==> config.mk <==
export PLATFORM = sky130hd
export DESIGN_NAME = spi_shift_buffer_core
export DESIGN_NICKNAME = d
export VERILOG_FILES = /design/src/shared/spi_core_pkg.sv /design/src/shared/byte_stream_if.sv /design/src/core/byte_fifo.sv /design/src/core/spi_shift_buffer_core.sv
export SDC_FILE = /design/constraint.sdc
export NUM_CORES = 1
export LEC_CHECK = 0
export ABC_AREA = 1
export BUFFER_PORTS_ARGS = -buffer_cell sky130_fd_sc_hd__buf_4
export CAP_MARGIN = 20
export CELL_PAD_IN_SITES_DETAIL_PLACEMENT = 1
export CELL_PAD_IN_SITES_GLOBAL_PLACEMENT = 1
export CORE_MARGIN = 2
export CORE_UTILIZATION = 50
export DETAILED_ROUTE_END_ITERATION = 7
export HOLD_SLACK_MARGIN = 0.06
export PLACE_DENSITY = 0.93
export REMOVE_ABC_BUFFERS = 1
export SLEW_MARGIN = 20
export SYNTH_ARGS = -nofsm -noshare
export SYNTH_HDL_FRONTEND = slang
export SYNTH_SLANG_ARGS = --single-unit
==> constraint.sdc <==
create_clock -name ref_clk -period 5 [get_ports ref_clk]
set_input_delay 1 -clock ref_clk [delete_from_list [all_inputs] [get_ports ref_clk]]
set_output_delay 1 -clock ref_clk [all_outputs]
set_load 0.01 [all_outputs]
==> src/shared/spi_core_pkg.sv <==
// Purpose: shared constants and types for the serial shift buffer core
// Assumes: 20 MHz ref_clk, byte-wide data
// Notes:   mode codes follow the low four control bits
package spi_core_pkg;
  localparam int          BYTE_W      = 8;
  localparam int          BIT_CNT_W   = 3;
  localparam logic [2:0]  LAST_BIT    = 3'h7;
  localparam logic [7:0]  BYTE_RST    = 8'h00;
  localparam int          FIFO_DEPTH  = 8;
  localparam int          TMR_DIV     = 2;
  // control register one, low nibble
  localparam logic [3:0]  MODE_M_DIV4  = 4'h0;
  localparam logic [3:0]  MODE_M_DIV16 = 4'h1;
  localparam logic [3:0]  MODE_M_DIV64 = 4'h2;
  localparam logic [3:0]  MODE_M_TMR   = 4'h3;
  localparam logic [3:0]  MODE_S_SEL   = 4'h4;
  localparam logic [3:0]  MODE_S_FREE  = 4'h5;
  localparam logic [3:0]  MODE_M_ADDR  = 4'hA;
  // half-period counts in ref_clk cycles (bit period = 4, 16, 64 cycles)
  localparam logic [9:0]  HALF_DIV4    = 10'h002;
  localparam logic [9:0]  HALF_DIV16   = 10'h008;
  localparam logic [9:0]  HALF_DIV64   = 10'h020;
  localparam logic [9:0]  HALF_ONE     = 10'h001;
  typedef enum logic [2:0] {
    ST_IDLE  = 3'b001,
    ST_LEAD  = 3'b010,
    ST_TRAIL = 3'b100
  } xfer_state_t;
endpackage

==> src/shared/byte_stream_if.sv <==
// Purpose: valid/ready byte stream between the core and its fifo
// Assumes: one clock
// Notes:   none
`timescale 1ns/100ps
interface byte_stream_if #(parameter int W = 8);
  logic         valid;
  logic         ready;
  logic [W-1:0] data;
  modport src (output valid, output data, input ready);
  modport snk (input valid, input data, output ready);
endinterface

==> src/core/byte_fifo.sv <==
// Purpose: small synchronous fifo for received bytes
// Assumes: single clock, asynchronous active-high reset
// Notes:   full and empty are exact; no write when full
`timescale 1ns/100ps
module byte_fifo #(
  parameter int W     = 8,
  parameter int DEPTH = 8
) (
  // clock and reset
  input  wire logic ref_clk,
  input  wire logic reset,
  // streams
  byte_stream_if.snk in_s,
  byte_stream_if.src out_s
);
  localparam int AW = $clog2(DEPTH);
  logic [W-1:0] mem [DEPTH];
  logic [AW-1:0] wp_r;
  logic [AW-1:0] rp_r;
  logic [AW:0]   cnt_r;
  logic          push;
  logic          pop;

  assign in_s.ready  = (cnt_r != (AW+1)'(DEPTH));
  assign out_s.valid = (cnt_r != '0);
  assign out_s.data  = mem[rp_r];
  assign push = in_s.valid && in_s.ready;
  assign pop  = out_s.valid && out_s.ready;

  always_ff @(posedge ref_clk) begin
    if (push) begin
      mem[wp_r] <= in_s.data;
    end
  end

  always_ff @(posedge ref_clk or posedge reset) begin
    if (reset) begin
      wp_r  <= '0;
      rp_r  <= '0;
      cnt_r <= '0;
    end else begin
      if (push) begin
        wp_r <= (wp_r == AW'(DEPTH-1)) ? '0 : wp_r + 1'b1;
      end
      if (pop) begin
        rp_r <= (rp_r == AW'(DEPTH-1)) ? '0 : rp_r + 1'b1;
      end
      cnt_r <= cnt_r + (AW+1)'(push) - (AW+1)'(pop);
    end
  end

  chk_no_overflow: assert property (@(posedge ref_clk) disable iff (reset)
    cnt_r <= (AW+1)'(DEPTH)) else $error("fifo count beyond depth");
endmodule

==> src/core/spi_shift_buffer_core.sv <==
// Purpose: spi-mode shift register core with receive holding buffer
// Assumes: all pins synchronous to ref_clk; slave clock oversampled
// Notes:   received bytes pass an 8-deep fifo before the data buffer
//
// Contract
// - eight-bit shift register, msb out first, new bit enters at lsb
// - drive outgoing bit on selected edge, sample incoming on opposite edge
// - both ends share idle clock polarity before any transfer
// - completed byte goes to receive buffer, sets buffer-full and irq flag
// - next byte may shift in while previous byte waits unread
// - data write loads buffer and shift register together, no tx buffering; in select mode with select high only the buffer loads
// - data write during shifting is dropped and sets write collision
// - collision flag stays set until software clears it
// - reading data buffer clears buffer-full
// - shift register reachable only through the data buffer
// - control low nibble and status top bits select role, phase, rate; status bit 7 (smp) is stored but has no effect
// - master drives serial clock, slave takes it as input
// - status low six bits read-only, top two writable; control read/write
// - unselected slave ignores clock and data and does not transmit
// - master starts by driving clock, stops clock when done
// - master starts shifting as soon as data buffer is written
// - master rate: clk/4, /16, /64, timer/2, or clk/(4*(addr+1))
// - slave sets irq flag when last bit latched
// - select high in select mode releases data out, even mid-byte
`timescale 1ns/100ps
module spi_shift_buffer_core
  import spi_core_pkg::*;
(
  // clock and reset
  input  wire logic               ref_clk,
  input  wire logic               reset,
  // software access
  input  wire logic               ctrl_wr,
  input  wire logic [7:0]         ctrl_wdata,
  output logic [7:0]              port_control_one,
  input  wire logic               stat_wr,
  input  wire logic [1:0]         stat_wdata,
  output logic [7:0]              port_status_reg,
  input  wire logic               data_wr,
  input  wire logic [7:0]         data_wdata,
  input  wire logic               data_rd,
  output logic [7:0]              data_buffer_reg,
  input  wire logic [7:0]         address_rate_reg,
  input  wire logic               timer_tick,
  input  wire logic               irq_clr,
  output logic                    port_irq_flag,
  // serial pins
  input  wire logic               sck_in,
  output logic                    sck_out,
  output logic                    sck_oe,
  input  wire logic               sdi,
  output logic                    sdo,
  output logic                    sdo_oe,
  input  wire logic               ss_n
);
  import spi_core_pkg::*;

  // ----------------------------------------------------------------
  // control and status fields
  // ----------------------------------------------------------------
  logic [7:0] ctl_r;
  logic [1:0] stat_hi_r;
  logic       write_collision_flag_r;
  logic       en_r;
  logic       bf_r;
  logic       irq_r;
  logic [7:0] buf_r;
  logic [7:0] sr_r;
  logic [2:0] cnt_r;
  logic       sdo_r;
  logic       sck_r;
  logic       sck_oe_r;
  logic       sdo_oe_r;
  logic       done_p;
  logic       wr_ok;
  xfer_state_t st_r;

  function automatic logic is_master(input logic [3:0] m);
    is_master = (m == MODE_M_DIV4) || (m == MODE_M_DIV16) || (m == MODE_M_DIV64)
             || (m == MODE_M_TMR) || (m == MODE_M_ADDR);
  endfunction

  logic [3:0] mode;
  logic       ckp;
  logic       smp;
  logic       cke;
  logic       master;
  assign mode   = ctl_r[3:0];
  assign ckp    = ctl_r[4];
  assign en_r   = ctl_r[5];
  assign smp    = stat_hi_r[1];
  assign cke    = stat_hi_r[0];
  assign master = is_master(mode);

  // ----------------------------------------------------------------
  // registers: control one holds collision at bit 7
  // ----------------------------------------------------------------
  logic busy;
  assign busy  = (st_r != ST_IDLE);
  assign wr_ok = data_wr && !busy && !write_collision_flag_r && en_r;

  always_ff @(posedge ref_clk or posedge reset) begin
    if (reset) begin
      ctl_r     <= BYTE_RST;
      stat_hi_r <= 2'h0;
    end else begin
      if (ctrl_wr) begin
        ctl_r <= {1'b0, ctrl_wdata[6:0]};
      end
      if (stat_wr) begin
        stat_hi_r <= stat_wdata;
      end
    end
  end

  always_ff @(posedge ref_clk or posedge reset) begin
    if (reset) begin
      write_collision_flag_r <= 1'b0;
    end else if (data_wr && (busy || write_collision_flag_r) && en_r) begin
      write_collision_flag_r <= 1'b1;
    end else if (ctrl_wr && !ctrl_wdata[7]) begin
      write_collision_flag_r <= 1'b0;
    end
  end

  // ----------------------------------------------------------------
  // bit clock generation and slave edge detection
  // ----------------------------------------------------------------
  logic [9:0] div_r;
  logic [9:0] half;
  logic       tick;
  logic       sck_in_d;
  logic       sel;
  logic       lead_e;
  logic       trail_e;

  always_comb begin
    case (mode)
      MODE_M_DIV16: half = HALF_DIV16;
      MODE_M_DIV64: half = HALF_DIV64;
      MODE_M_ADDR:  half = {1'b0, address_rate_reg, 1'b0} + HALF_DIV4;
      default:      half = HALF_DIV4;
    endcase
  end

  always_ff @(posedge ref_clk or posedge reset) begin
    if (reset) begin
      div_r <= 10'h000;
    end else begin
      if (!busy || !master) begin
        div_r <= 10'h000;
      end else if (div_r + HALF_ONE >= half) begin
        div_r <= 10'h000;
      end else begin
        div_r <= div_r + HALF_ONE;
      end
    end
  end

  // timer option: each timer tick is one half period, so bit rate is timer output / 2
  assign tick = (mode == MODE_M_TMR) ? timer_tick
                                     : (div_r + HALF_ONE >= half);

  always_ff @(posedge ref_clk or posedge reset) begin
    if (reset) begin
      sck_in_d <= 1'b0;
    end else begin
      sck_in_d <= sck_in;
    end
  end

  // slave edge relative to idle level; lead leaves idle, trail returns
  assign sel     = (mode != MODE_S_SEL) || !ss_n;
  assign lead_e  = sel && (sck_in != sck_in_d) && (sck_in_d == ckp);
  assign trail_e = sel && (sck_in != sck_in_d) && (sck_in_d != ckp);

  // ----------------------------------------------------------------
  // shift engine
  // ----------------------------------------------------------------
  logic step_lead;
  logic step_trail;
  logic launch;
  logic sample;
  assign step_lead  = master ? (st_r == ST_LEAD  && tick) : lead_e;
  assign step_trail = master ? (st_r == ST_TRAIL && tick) : trail_e;
  // cke set: launch on trail edge back to idle, sample on lead
  assign launch = cke ? step_trail : step_lead;
  assign sample = cke ? step_lead  : step_trail;

  always_ff @(posedge ref_clk or posedge reset) begin
    if (reset) begin
      st_r   <= ST_IDLE;
      sr_r   <= BYTE_RST;
      cnt_r  <= 3'h0;
      sdo_r  <= 1'b0;
      sck_r  <= 1'b0;
      done_p <= 1'b0;
    end else begin
      done_p <= 1'b0;
      if (!en_r || (mode == MODE_S_SEL && ss_n)) begin
        st_r  <= ST_IDLE;
        cnt_r <= 3'h0;
        sck_r <= ckp;
      end else begin
        if (wr_ok) begin
          sr_r  <= data_wdata;
          sdo_r <= cke ? data_wdata[7] : sdo_r;
        end
        if (master) begin
          case (st_r)
            ST_IDLE: begin
              sck_r <= ckp;
              if (wr_ok) begin
                st_r <= ST_LEAD;
              end
            end
            ST_LEAD: begin
              if (tick) begin
                sck_r <= !ckp;
                st_r  <= ST_TRAIL;
              end
            end
            ST_TRAIL: begin
              if (tick) begin
                sck_r <= ckp;
                // late launch samples on lead, so the count has wrapped by the last trail
                st_r  <= (cnt_r == (cke ? 3'h0 : LAST_BIT)) ? ST_IDLE : ST_LEAD;
              end
            end
            default: st_r <= ST_IDLE;
          endcase
        end else if (wr_ok || lead_e) begin
          st_r <= ST_LEAD;
        end
        if (launch && !(cke && cnt_r == 3'h0 && st_r == ST_IDLE)) begin
          sdo_r <= sr_r[7];
        end
        if (sample && busy) begin
          sr_r  <= {sr_r[6:0], sdi};
          cnt_r <= cnt_r + 3'h1;
          if (cnt_r == LAST_BIT) begin
            done_p <= 1'b1;
            if (!master) begin
              st_r <= ST_IDLE;
            end
          end
        end
      end
    end
  end

  // ----------------------------------------------------------------
  // receive path through fifo, then holding buffer
  // ----------------------------------------------------------------
  byte_stream_if #(.W(BYTE_W)) rx_in ();
  byte_stream_if #(.W(BYTE_W)) rx_out ();
  logic [7:0] rx_byte;
  always_comb begin
    rx_byte = {sr_r[6:0], sdi};
  end
  logic       cap_r;
  logic [7:0] cap_d_r;
  always_ff @(posedge ref_clk or posedge reset) begin
    if (reset) begin
      cap_r   <= 1'b0;
      cap_d_r <= BYTE_RST;
    end else if (sample && busy && cnt_r == LAST_BIT) begin
      cap_r   <= 1'b1;
      cap_d_r <= rx_byte;
    end else if (rx_in.ready) begin
      cap_r   <= 1'b0;
    end
  end
  assign rx_in.valid = cap_r;
  assign rx_in.data  = cap_d_r;
  // buffer drains fifo only when software has taken the previous byte
  assign rx_out.ready = !bf_r || data_rd;

  byte_fifo #(.W(BYTE_W), .DEPTH(FIFO_DEPTH)) u_fifo (
    .ref_clk (ref_clk),
    .reset   (reset),
    .in_s    (rx_in),
    .out_s   (rx_out)
  );

  always_ff @(posedge ref_clk or posedge reset) begin
    if (reset) begin
      buf_r <= BYTE_RST;
      bf_r  <= 1'b0;
      irq_r <= 1'b0;
    end else begin
      if (wr_ok) begin
        buf_r <= data_wdata;
      end else if (rx_out.valid && rx_out.ready) begin
        buf_r <= rx_out.data;
      end
      if (rx_out.valid && rx_out.ready) begin
        bf_r <= 1'b1;
      end else if (data_rd) begin
        bf_r <= 1'b0;
      end
      if (rx_out.valid && rx_out.ready) begin
        irq_r <= 1'b1;
      end else if (irq_clr) begin
        irq_r <= 1'b0;
      end
    end
  end

  always_ff @(posedge ref_clk or posedge reset) begin
    if (reset) begin
      sck_oe_r <= 1'b0;
      sdo_oe_r <= 1'b0;
    end else begin
      sck_oe_r <= en_r && master;
      sdo_oe_r <= en_r && sel;
    end
  end

  // ----------------------------------------------------------------
  // outputs, registered
  // ----------------------------------------------------------------
  always_ff @(posedge ref_clk or posedge reset) begin
    if (reset) begin
      port_control_one <= BYTE_RST;
      port_status_reg  <= BYTE_RST;
      data_buffer_reg  <= BYTE_RST;
      port_irq_flag    <= 1'b0;
      sck_out          <= 1'b0;
      sdo              <= 1'b0;
      sck_oe           <= 1'b0;
      sdo_oe           <= 1'b0;
    end else begin
      port_control_one <= {write_collision_flag_r, ctl_r[6:0]};
      port_status_reg  <= {stat_hi_r, 5'h00, bf_r};
      data_buffer_reg  <= buf_r;
      port_irq_flag    <= irq_r;
      sck_out          <= sck_r;
      sdo              <= sdo_r;
      sck_oe           <= sck_oe_r;
      sdo_oe           <= sdo_oe_r;
    end
  end

  chk_write_collision_flag_hold: assert property (@(posedge ref_clk) disable iff (reset)
    write_collision_flag_r && !(ctrl_wr && !ctrl_wdata[7]) |=> write_collision_flag_r)
    else $error("collision flag dropped");
  chk_busy_write: assert property (@(posedge ref_clk) disable iff (reset)
    data_wr && busy && en_r |=> write_collision_flag_r)
    else $error("busy write not flagged");
  chk_read_clears: assert property (@(posedge ref_clk) disable iff (reset)
    data_rd && !rx_out.valid |=> !bf_r)
    else $error("read did not clear full");
  chk_master_start: assert property (@(posedge ref_clk) disable iff (reset)
    wr_ok && master |=> st_r == ST_LEAD)
    else $error("master did not start");
  chk_disable_abort: assert property (@(posedge ref_clk) disable iff (reset)
    !en_r |=> st_r == ST_IDLE && cnt_r == 3'h0)
    else $error("disable did not abort");
  chk_ss_release: assert property (@(posedge ref_clk) disable iff (reset)
    mode == MODE_S_SEL && ss_n |=> ##1 !sdo_oe)
    else $error("data out still driven");
  chk_fill_flags: assert property (@(posedge ref_clk) disable iff (reset)
    rx_out.valid && rx_out.ready |=> bf_r && irq_r)
    else $error("flags not set on fill");
  chk_write_loads: assert property (@(posedge ref_clk) disable iff (reset)
    wr_ok |=> sr_r == $past(data_wdata) && buf_r == $past(data_wdata))
    else $error("write did not load both");
  chk_done_capture: assert property (@(posedge ref_clk) disable iff (reset)
    done_p |-> cap_r)
    else $error("byte done without capture");
endmodule

Word-level counts from Yosys, hierarchy flattened
Memory sizes are Yosys's and may differ from the RTL's.
Cells that the tools add are included.
{ "totals": {"ff_bits": 92, "ram_bits": 64, "input_bits": 37, "out_inout_bits": 29, "wordCells": 161, "mem_count": 1} }
{ "memory_table": {"columns": ["memory", "words", "width", "read_ports", "rd_ports_with_merged_regs", "write_ports", "line_no", "text"], "rows": [
  ["u_fifo.mem", 8, 8, 1, 0, 1, "byte_fifo.sv:17", "logic [W-1:0] mem [DEPTH];"]
]} }
{ "classes": {"n_addsub": 7, "n_lt_le_gt_ge": 1, "eq_ne": 20, "n_mux": 46, "bitwise": 1, "reduce_logical": 57} }
{ "ops": {"columns": ["operator", "n"], "rows": [
  ["2-to-1 mux 3 bit", 14],
  ["2-to-1 mux 8 bit", 4],
  ["case mux 10 bit (3 select lines)", 1],
  ["2-to-1 mux 1 bit", 22],
  ["logical AND 1 bit", 21],
  ["2-to-1 mux 10 bit", 2],
  ["nonzero test 2 bit", 10],
  ["== test 3 bit, second input constant", 4],
  ["adder 10 x 1 -> 10 bit, second input constant", 1],
  ["adder 9 x 2 -> 10 bit, second input constant", 1],
  [">= comparator 10 bit", 1],
  ["logical OR 1 bit", 10],
  ["adder 3 x 1 -> 3 bit, second input constant", 3],
  ["logical NOT 1 bit", 9],
  ["case mux 3 bit (3 select lines)", 1],
  ["== test 4 x 2 -> 1 bit, second input constant", 2],
  ["nonzero test 4 bit", 2],
  ["!= test 3 x 2 -> 1 bit, second input constant", 2],
  ["adder 4 x 1 -> 4 bit", 1],
  ["== test 4 x 1 -> 1 bit, second input constant", 1],
  ["== test 4 x 3 -> 1 bit, second input constant", 1],
  ["== test 4 bit, second input constant", 1],
  ["logical NOT 4 bit", 1],
  ["!= test 4 x 3 -> 1 bit, second input constant", 1],
  ["15 further kinds", 16]
]} }

Depth between registers and ports, before layout
Gate-level depths: netlist (run 1).
{ "depth": {"word_depth": 12, "ltp_mapped": 23, "mapped_depth_nobuf": 22} }

By module
Synthesis (run 1) repeated with hierarchy kept, for this count alone.
{ "unflattened": {"hier_cells": 816, "area_unflattened_um2": 7500.9} }
{ "by_module_without_submodules": {"columns": ["mod", "instances", "cells_each", "area_each_um2", "seq_area_each_um2"], "rows": [
  ["spi_shift_buffer_core", 1, 466, 4008.8, 2053.2],
  ["byte_fifo", 1, 350, 3492.1, 2172.1]
]} }

Worst setup path before layout (run 1)
No wires, ideal clock.
{ "synth_path": {"kind": "input to register", "startpoint": "input address_rate_reg[0]", "endpoint": "register st_r[1]", "setup_ns": 0.130, "arrival_time_ns": 3.095, "t_required_ns": 4.870, "slack_ns": 1.775, "cell_stages": 20, "n_path_buf": 2, "cell_sequence": "nand3_1 > nor2_1 > inv_1 > nor3_1 > a21oi_1 > nand3b_1 > ha_1 > nand2_1 > nor2_1 > nand3_1 > nand4_1 > nand3_2 > nand2_1 > nand2_2 > nand2_2 > buf_6 > nand3_4 > buf_6 > nor2_4 > nor2_1"} }
{ "synth_between": {"elab_chain_cells": 11, "word_cells_on_any_way": 18, "cone_classes": "add/sub (1); order compare (1); mux (13); reduce/logical (3)"} }
{ "synth_rtl": {"columns": ["element", "line_no", "text"], "rows": [
  ["start: declaration", "spi_shift_buffer_core.sv:43", "input wire logic [7:0] address_rate_reg,"],
  ["adder 9 x 2 -> 10 bit (*)", "spi_shift_buffer_core.sv:141", "MODE_M_ADDR: half = {1'b0, address_rate_reg, 1'b0} + HALF_DIV4;"],
  ["case mux 10 bit (3 select lines) (*)", "spi_shift_buffer_core.sv:138", "case (mode)"],
  [">= comparator 10 bit (*)", "spi_shift_buffer_core.sv:162", ": (div_r + HALF_ONE >= half);"],
  ["2-to-1 mux 1 bit (*)", "spi_shift_buffer_core.sv:161", "assign tick = (mode == MODE_M_TMR) ? timer_tick"],
  ["2-to-1 mux 3 bit (on tied branches)", "spi_shift_buffer_core.sv:224, spi_shift_buffer_core.sv:218", null],
  ["case mux 3 bit (3 select lines)", "spi_shift_buffer_core.sv:210", "case (st_r)"],
  ["2-to-1 mux 3 bit", "spi_shift_buffer_core.sv:209", "if (master) begin"],
  ["2-to-1 mux 3 bit", "spi_shift_buffer_core.sv:243", "if (!master) begin"],
  ["2-to-1 mux 3 bit", "spi_shift_buffer_core.sv:241", "if (cnt_r == LAST_BIT) begin"],
  ["2-to-1 mux 3 bit (*)", "spi_shift_buffer_core.sv:238", "if (sample && busy) begin"],
  ["2-to-1 mux 3 bit (*)", "spi_shift_buffer_core.sv:200", "if (!en_r || (mode == MODE_S_SEL && ss_n)) begin"],
  ["end signal: assignment", "spi_shift_buffer_core.sv:227", "st_r <= (cnt_r == (cke ? 3'h0 : LAST_BIT)) ? ST_IDLE : ST_LEAD;"],
  ["end: declaration", "spi_shift_buffer_core.sv:76", "xfer_state_t st_r;"]
]} }
Every way passes the cells marked *; elsewhere a longest branch is shown, timed or not.
A chain may end at the register's enable or synchronous reset.

Worst setup path after layout (run 1)
{ "layout_path": {"startpoint": "input address_rate_reg[0]", "endpoint": "register sr_r[3]"} }
{ "layout_between": {"elab_chain_cells": 10, "word_cells_on_any_way": 13, "cone_classes": "add/sub (1); order compare (1); mux (6); reduce/logical (5)"} }
{ "layout_rtl": {"columns": ["element", "line_no", "text"], "rows": [
  ["adder 9 x 2 -> 10 bit (*)", "spi_shift_buffer_core.sv:141", null],
  ["case mux 10 bit (3 select lines) (*)", "spi_shift_buffer_core.sv:138", null],
  [">= comparator 10 bit (*)", "spi_shift_buffer_core.sv:162", null],
  ["2-to-1 mux 1 bit (*)", "spi_shift_buffer_core.sv:161", null],
  ["logical AND 1 bit (on tied branches)", "spi_shift_buffer_core.sv:185, spi_shift_buffer_core.sv:184", null],
  ["2-to-1 mux 1 bit (on tied branches)", "spi_shift_buffer_core.sv:185, spi_shift_buffer_core.sv:184", null],
  ["2-to-1 mux 1 bit (*)", "spi_shift_buffer_core.sv:188", "assign sample = cke ? step_lead : step_trail;"],
  ["logical AND 1 bit (*)", "spi_shift_buffer_core.sv:238", null],
  ["nonzero test 2 bit (no source line)", null, null],
  ["AND reduction 2 bit (no source line)", null, null],
  ["end signal: assignment", "spi_shift_buffer_core.sv:206", "sr_r <= data_wdata;"],
  ["end signal: assignment", "spi_shift_buffer_core.sv:239", "sr_r <= {sr_r[6:0], sdi};"],
  ["end: declaration", "spi_shift_buffer_core.sv:68", "logic [7:0] sr_r;"]
]} }
Marked as above.

==> run metrics, run 1 <==
outcome completed; fraction of layout cells with a size suffix above 1 0.163; I/O Pins 66; height of the die around 120 µm; Routed Antenna Nets 0; Tot Pwr about 4000 µW; Fillers around 1500; Reg clk slew, reported paths roughly 70 ps; Max-Cap Viols 0; port buffer count 60; final period utilization 0.803; RePlAce Congestion 0.887; placeable core area around 14000 µm²; WL final between 20000 and 25000 µm; # setup viols final 0; FF-to-FF setup slack between 1000 and 1500 ps; Synth Register Bits approximately 160; worst endpoint required time approximately 5300 ps; crit path DAT roughly 4300 ps; Setup crit start kind primary input; Hold Crit Class reg2reg; sequential standard cell area between 4000 and 5000 µm²; Antenna Cells 0; critical-path maximum fanout 11; FF-to-FF End sr_r[3]$_DFFE_PP0P_; number of post-CTS setup repair buffers 0; number of gates resized after cts 0; Num CTS Buffers 17; Leak around 0.0036 µW; yosys warns 0; Initial Util 0.508; largest buffer count on any clock path 2; register area share after synthesis 0.602; Die W 123 µm; Largest regs u_fifo.mem x64, div_r x10; Unique masters post-synth 44; Vias between 5000 and 6000; Worst Reg-to-Reg Cells 20; Final min period 4020 ps; cell area after layout 8200 µm²; Area after DPL approximately 7600 µm²; CTS Hold Bufs 0; Hold Path Depth 0; Largest register FFs 64; hpwl dp ~14000 µm; clk_skew approximately 12 ps; vias in the first global route around 6300; Cells after Synth between 600 and 700; initial antenna violation count 0; GRT overflow 0; Skew-Pair Late Insertion Delay 440 ps; RSZ-0062 raised after global routing false; Reg2Reg Launch Point div_r[0]$_DFF_PP0_; Place WS 853 ps; footprint of the multi-input gates between 2000 and 2500 µm²; CTS tree yes; PD cells just under 500 nW/µm²; clock root cell clkbuf_16; Die ar. between 15000 and 20000 µm²; hold endpoint sck_oe$_DFF_PP0_; Synth Cell Area about 7000 µm²; CTS sink count around 160; maximum vdd drop approximately 0.00024 V; Wirelength per Cell 24.3 µm; Final TNS setup 0 ps; fmax 0.249 GHz; Area Overhead vs Synth 16.7%; global-route wire length before repair 35700 µm; final hold vios 0; drt pass-1 iters 4; Slew Limit Headroom 0.229; Total GRT Usage 0.324; nets@finish between 800 and 900; row count 43; CP endpoint kind flop; level count of the clock H-tree 4; worst setup margin around 980 ps; mean post-synth cell area 10.2 µm²; largest net degree at the start of global routing just under 50; Hold Slack about 350 ps; # DRC 0; Iteration-0 DRC Markers 580; Min-Delay Startpoint sck_oe_r$_DFF_PP0_; vias per cell about 6; Largest Register u_fifo.mem; Slew Viols, Final 0; worst slew pin tran 1160 ps; crit path kind in2reg
## power breakdown
part / switching [µW] / total, µW / internal [µW]
Sequential: 199 / 1700 / 1500
Combinational: 608 / 929 / 321
Clock: 562 / 1350 / 784
Total: 1370 / 3970 / 2610
## routing by layer
layer  vias to the layer above  track usage  share of wire
met4                         0        0.163          0.046
met1                      2885        0.370           0.37
met5                         -            0              0
met3                        94       0.0646          0.057
met2                       297        0.577           0.53
li1                       2435            -              -
## stage by stage
step	util	std cells
6_report	0.593	948
5_1_grt	0.593	948
4_1_cts	0.593	948
3_5_place_dp	0.550	916
3_3_place_gp	0.550	916
2_1_floorplan	-	675
## cells by family after synthesis
family	share of synthesized area
XOR/XNOR	0.0150
AO/OA/AOI/OAI	0.0766
adder cells (fa/ha/maj)	0.0456
other	0.000534
buffers and inverters	0.0591
flip-flops	0.602
AND/OR/NAND/NOR	0.195
multiplexers	0.00641
## cell usage in the layout (no fill, tap or decap), drive strengths merged, types with 3 or more instances in the layout
cell type,count
a21oi,9
buf,61
bufinv,3
clkbuf,17
clkinv,9
conb,5
dfrtp,91
edfxtp,64
ha,24
inv,77
mux2,4
nand2,150
nand3,53
nand4,9
nor2,81
nor3,6
o211ai,7
o21ai,54
o221ai,9
o22ai,8
or2,4
xnor2,4
xor2,8
## worst max path at each step
| stage | start | to | depth (start not counted) |
|---|---|---|---|
| floorplan | reset | bf_r$_DFFE_PP0P_ | 1 |
| global placement | address_rate_reg[0] | cnt_r[1]$_DFFE_PP0P_ | 19 |
| detailed placement | address_rate_reg[0] | cnt_r[1]$_DFFE_PP0P_ | 19 |
| CTS | address_rate_reg[0] | cnt_r[1]$_DFFE_PP0P_ | 19 |
| global route | address_rate_reg[0] | sr_r[5]$_DFFE_PP0P_ | 21 |
| finish | address_rate_reg[0] | sr_r[3]$_DFFE_PP0P_ | 21 |
## Yosys cell counts (all sizes together)
| cell type | count | area share |
|---|---|---|
| buf | 10 | 0.012 |
| nand3 | 53 | 0.045 |
| nor2 | 81 | 0.048 |
| clkinv | 1 | 0.00071 |
| nand2 | 150 | 0.083 |
| o21ai | 54 | 0.038 |
| o22ai | 8 | 0.0071 |
| mux2 | 4 | 0.0064 |
| dfrtp | 91 | 0.32 |
| xor2 | 8 | 0.010 |
| clkbuf | 10 | 0.0053 |
| edfxtp | 64 | 0.27 |
| nand3b | 2 | 0.0021 |
| nor3 | 6 | 0.0043 |
| conb | 1 | 0.00053 |
| or2 | 4 | 0.0039 |
| o211ai | 7 | 0.0075 |
| a21oi | 9 | 0.0064 |
| a22o | 1 | 0.0014 |
| nand4 | 9 | 0.0080 |
| o311ai | 2 | 0.0025 |
| xnor2 | 4 | 0.0050 |
| nor3b | 1 | 0.0011 |
| fa | 1 | 0.0029 |
| o221ai | 9 | 0.011 |
| o31ai | 1 | 0.0011 |
| dfstp | 1 | 0.0037 |
| inv | 74 | 0.041 |
| a31oi | 1 | 0.00089 |
| ha | 24 | 0.043 |
## worst max-delay path, stage by stage
cell and delay [ps]:
buf_4 100, ha_1 170, nand3_1 130, nor2_1 150
nand2_1 130, a21oi_1 220, o21ai_0 170, ha_1 370
nand2_1 90, nor2_1 150, nand3_1 140, nand4_1 260
nand3_2 120, nand2_1 120, nand2_2 70, nand2_2 220
nand2_1 320, nand2_1 160, nand2_1 90, nand2_1 90
nand2_1 70
## cell type report
type,count,share of cell area
flip-flops and latches,156,0.516
multi-input cells,444,0.293
well taps,180,0.0275
inverters,75,0.0357
clock buffers,17,0.0519
repair buffers,61,0.0559
clock inverters,15,0.0208
Note: power is estimated with default switching activity, not from simulation.
==> inputs of run 2 (changes only) <==
--- a/config.mk
+++ b/config.mk
@@ -11,10 +11,10 @@
 export CELL_PAD_IN_SITES_DETAIL_PLACEMENT = 1
 export CELL_PAD_IN_SITES_GLOBAL_PLACEMENT = 1
 export CORE_MARGIN = 2
-export CORE_UTILIZATION = 50
+export CORE_UTILIZATION = 46
 export DETAILED_ROUTE_END_ITERATION = 7
 export HOLD_SLACK_MARGIN = 0.06
-export PLACE_DENSITY = 0.93
+export PLACE_DENSITY = 0.87
 export REMOVE_ABC_BUFFERS = 1
 export SLEW_MARGIN = 20
 export SYNTH_ARGS = -nofsm -noshare
==> constraint.sdc (replaced) <==
create_clock -name ref_clk -period 3.9 [get_ports ref_clk]
set_input_delay 0.78 -clock ref_clk [delete_from_list [all_inputs] [get_ports ref_clk]]
set_output_delay 0.78 -clock ref_clk [all_outputs]
set_load 0.01 [all_outputs]
==> run metrics, run 2 (synthesis results as in run 1) <==
RSZ-0062 raised after global routing false (unchanged); Hold Crit Class reg2reg (unchanged); Max-Cap Viols 0 (unchanged); commonest non-fill, non-tap cell in the layout nand2_1 (unchanged); GRT overflow 0 (unchanged); Clock power frac 0.326 (was 0.339); CTS tree yes (unchanged); crit path kind in2reg (unchanged); Reg clk slew, reported paths 60 ps (was 70 ps); Setup crit start kind primary input (unchanged); Largest Register u_fifo.mem (unchanged); CTS Hold Bufs 0 (unchanged); Critical Path End sr_r[0]$_DFFE_PP0P_ (was sr_r[3]$_DFFE_PP0P_); fmax 0.290 GHz; nets@finish 819 (was 817); CP peak stage delay 330 ps (was 370 ps); Antenna Cells 0 (unchanged); Slew Limit Headroom 0.350 (was 0.229); final period utilization 0.885; hpwl dp 12800 µm (was 13800 µm); vias in the first global route 5860 (was 6266); Final TNS setup 0 ps (unchanged); Largest regs u_fifo.mem x64, div_r x10 (unchanged); clock root cell clkbuf_16 (unchanged); Die W 128 µm (was 123 µm); critical path depth 21 (unchanged); Flop pwr share 0.431 (was 0.428); outcome completed (unchanged); Finished Core Util 0.545 (was 0.593); number of gates resized after cts 0 (unchanged); sw frac 0.339 (was 0.344); level count of the clock H-tree 4 (unchanged); CP endpoint kind flop (unchanged); Worst Reg-to-Reg Cells 18 (was 20); final hold vios 0 (unchanged); most frequent cells in the layout 145 x nand2_1, 91 x dfrtp_1, 76 x nor2_1, 65 x inv_1, 64 x edfxtp_1 (unchanged); vias per cell 5.51 (was 6.02); Sw Pwr 1650 µW (was 1370 µW); CP Cell Sequence buf_4 -> ha_1 -> nand3_1 -> nor2_1 -> nand2_1 -> nor2_1 -> nand3_1 -> ha_1 -> nand2_1 -> nor2_1 -> nand3_1 -> nand4_1 -> nand3_2 -> nand2_1 -> nand2_2 -> nand2_2 -> nand2_1 -> nand2_1 -> nand2_1 -> nand2_1 -> nand2_1 (was buf_4 -> ha_1 -> nand3_1 -> nor2_1 -> nand2_1 -> a21oi_1 -> o21ai_0 -> ha_1 -> nand2_1 -> nor2_1 -> nand3_1 -> nand4_1 -> nand3_2 -> nand2_1 -> nand2_2 -> nand2_2 -> nand2_1 -> nand2_1 -> nand2_1 -> nand2_1 -> nand2_1); Power Internal 3230 µW (was 2610 µW); Skew-Pair Late Insertion Delay 430 ps (was 440 ps); fraction of layout cells with a size suffix above 1 0.168 (was 0.163); Largest register FFs 64 (unchanged); RePlAce Congestion 0.897 (was 0.887); Initial Util 0.467 (was 0.508); height of the die 128 µm (was 123 µm); Largest delay share family, worst path simple AND/OR/NAND/NOR gates (unchanged); Logic pwr share 0.242 (was 0.234); Num CTS Buffers 17 (unchanged); worst endpoint required time 4220 ps (was 5330 ps); global-route wire length before repair 30000 µm (was 35700 µm); Slew Viols, Final 0 (unchanged); # setup viols final 0 (unchanged); port buffer count 60 (unchanged); drt pass-1 iters 5 (was 4); worst path bufs/invs 1 (unchanged); Die ar. 16300 µm² (was 15000 µm²); FF-to-FF End cnt_r[2]$_DFFE_PP0P_ (was sr_r[3]$_DFFE_PP0P_); clk_skew 8.59 ps (was 12.0 ps); CTS sink count 156 (unchanged); Reg2Reg Launch Point div_r[0]$_DFF_PP0_ (unchanged); largest net degree at the start of global routing 50 (was 49); I/O Pins 66 (unchanged); Vias 5278 (was 5711); maximum vdd drop 0.000311 V (was 0.000241 V); Iteration-0 DRC Markers 348 (was 580); placeable core area 15000 µm² (was 13800 µm²); Hold Slack 353 ps (about the same); PD cells 597 nW/µm² (was 485 nW/µm²); initial antenna violation count 0 (unchanged); Final min period around 3400 ps; WL final 18400 µm (was 23000 µm); Total GRT Usage 0.240 (was 0.324); Setup crit start address_rate_reg[0] (unchanged); Leak 0.00354 µW (was 0.00355 µW); number of post-CTS setup repair buffers 0 (unchanged); Routed Antenna Nets 0 (unchanged); critical-path maximum fanout 11 (unchanged); # DRC 0 (unchanged); row count 45 (was 43); FF-to-FF setup slack 460 ps (was 1170 ps); worst slew pin tran 974 ps (was 1160 ps); largest buffer count on any clock path 2 (unchanged); Hold Path Depth 0 (unchanged); Wirelength per Cell 19.2 µm (was 24.3 µm); crit path DAT 3770 ps (was 4340 ps); Top cell by count, worst path nand2_1 (unchanged); Area Overhead vs Synth 16.6% (was 16.7%); Crit-path slowest cell nand2_1 (was ha_1)
-- run 2: changes by cell type in the layout (fill, tap and decap cells not counted) --
| cell | delta |
|---|---|
| clkinvlp_2 | +1 |
| clkinv_2 | -1 |
| clkinv_1 | -3 |
| inv_6 | +2 |
| clkbuf_1 | +1 |
| buf_4 | +2 |
| bufinv_16 | -2 |
| clkinvlp_4 | +2 |
| inv_8 | +1 |
| clkinv_4 | -1 |
-- run 2: metrics by stage --
step	setup WS, ps	power (µW)	area [µm²]	cells
floorplan	730	2780	6910	675
global route	77.0	5100	8190	958
CTS	449	4900	8190	958
global placement	425	3160	7620	926
detailed placement	145	3280	7620	926
finish	450	4890	8190	958
-- run 2: routing by layer --
layer | track usage | share of wire | vias to the layer above
li1 | - | - | 2436
met1 | 0.274 | 0.40 | 2644
met2 | 0.437 | 0.53 | 147
met3 | 0.0544 | 0.043 | 51
met4 | 0.0937 | 0.026 | 0
met5 | 0 | 0 | -
-- run 2: layout make-up --
| class | count | area (µm²) |
|---|---|---|
| clock inverters | 14 | 134 |
| well taps | 188 | 235 |
| inverters | 75 | 293 |
| multi-input cells | 444 | 2400 |
| fillers | 1659 | 6850 |
| clock buffers | 18 | 429 |
| repair buffers | 63 | 473 |
| flip-flops and latches | 156 | 4230 |
-- run 2: power groups by stage --
stage	combinational, µW	clock [µW]	sequential, µW
6_report	1180	1590	2110
5_1_grt	1300	1670	2140
4_1_cts	1190	1610	2110
3_5_place_dp	1150	0	2130
3_3_place_gp	1050	0	2120
2_1_floorplan	645	0	2130
-- run 2: how the worst min path moves through the flow --
stage	startpoint	to	slack, ps
2_1_floorplan	sck_oe_r$_DFF_PP0_	sck_oe$_DFF_PP0_	330
3_3_place_gp	sdo_oe_r$_DFF_PP0_	sdo_oe$_DFF_PP0_	340
3_5_place_dp	sck_oe_r$_DFF_PP0_	sck_oe$_DFF_PP0_	340
4_1_cts	sck_oe_r$_DFF_PP0_	sck_oe$_DFF_PP0_	350
5_1_grt	sck_oe_r$_DFF_PP0_	sck_oe$_DFF_PP0_	370
6_report	sck_oe_r$_DFF_PP0_	sck_oe$_DFF_PP0_	350
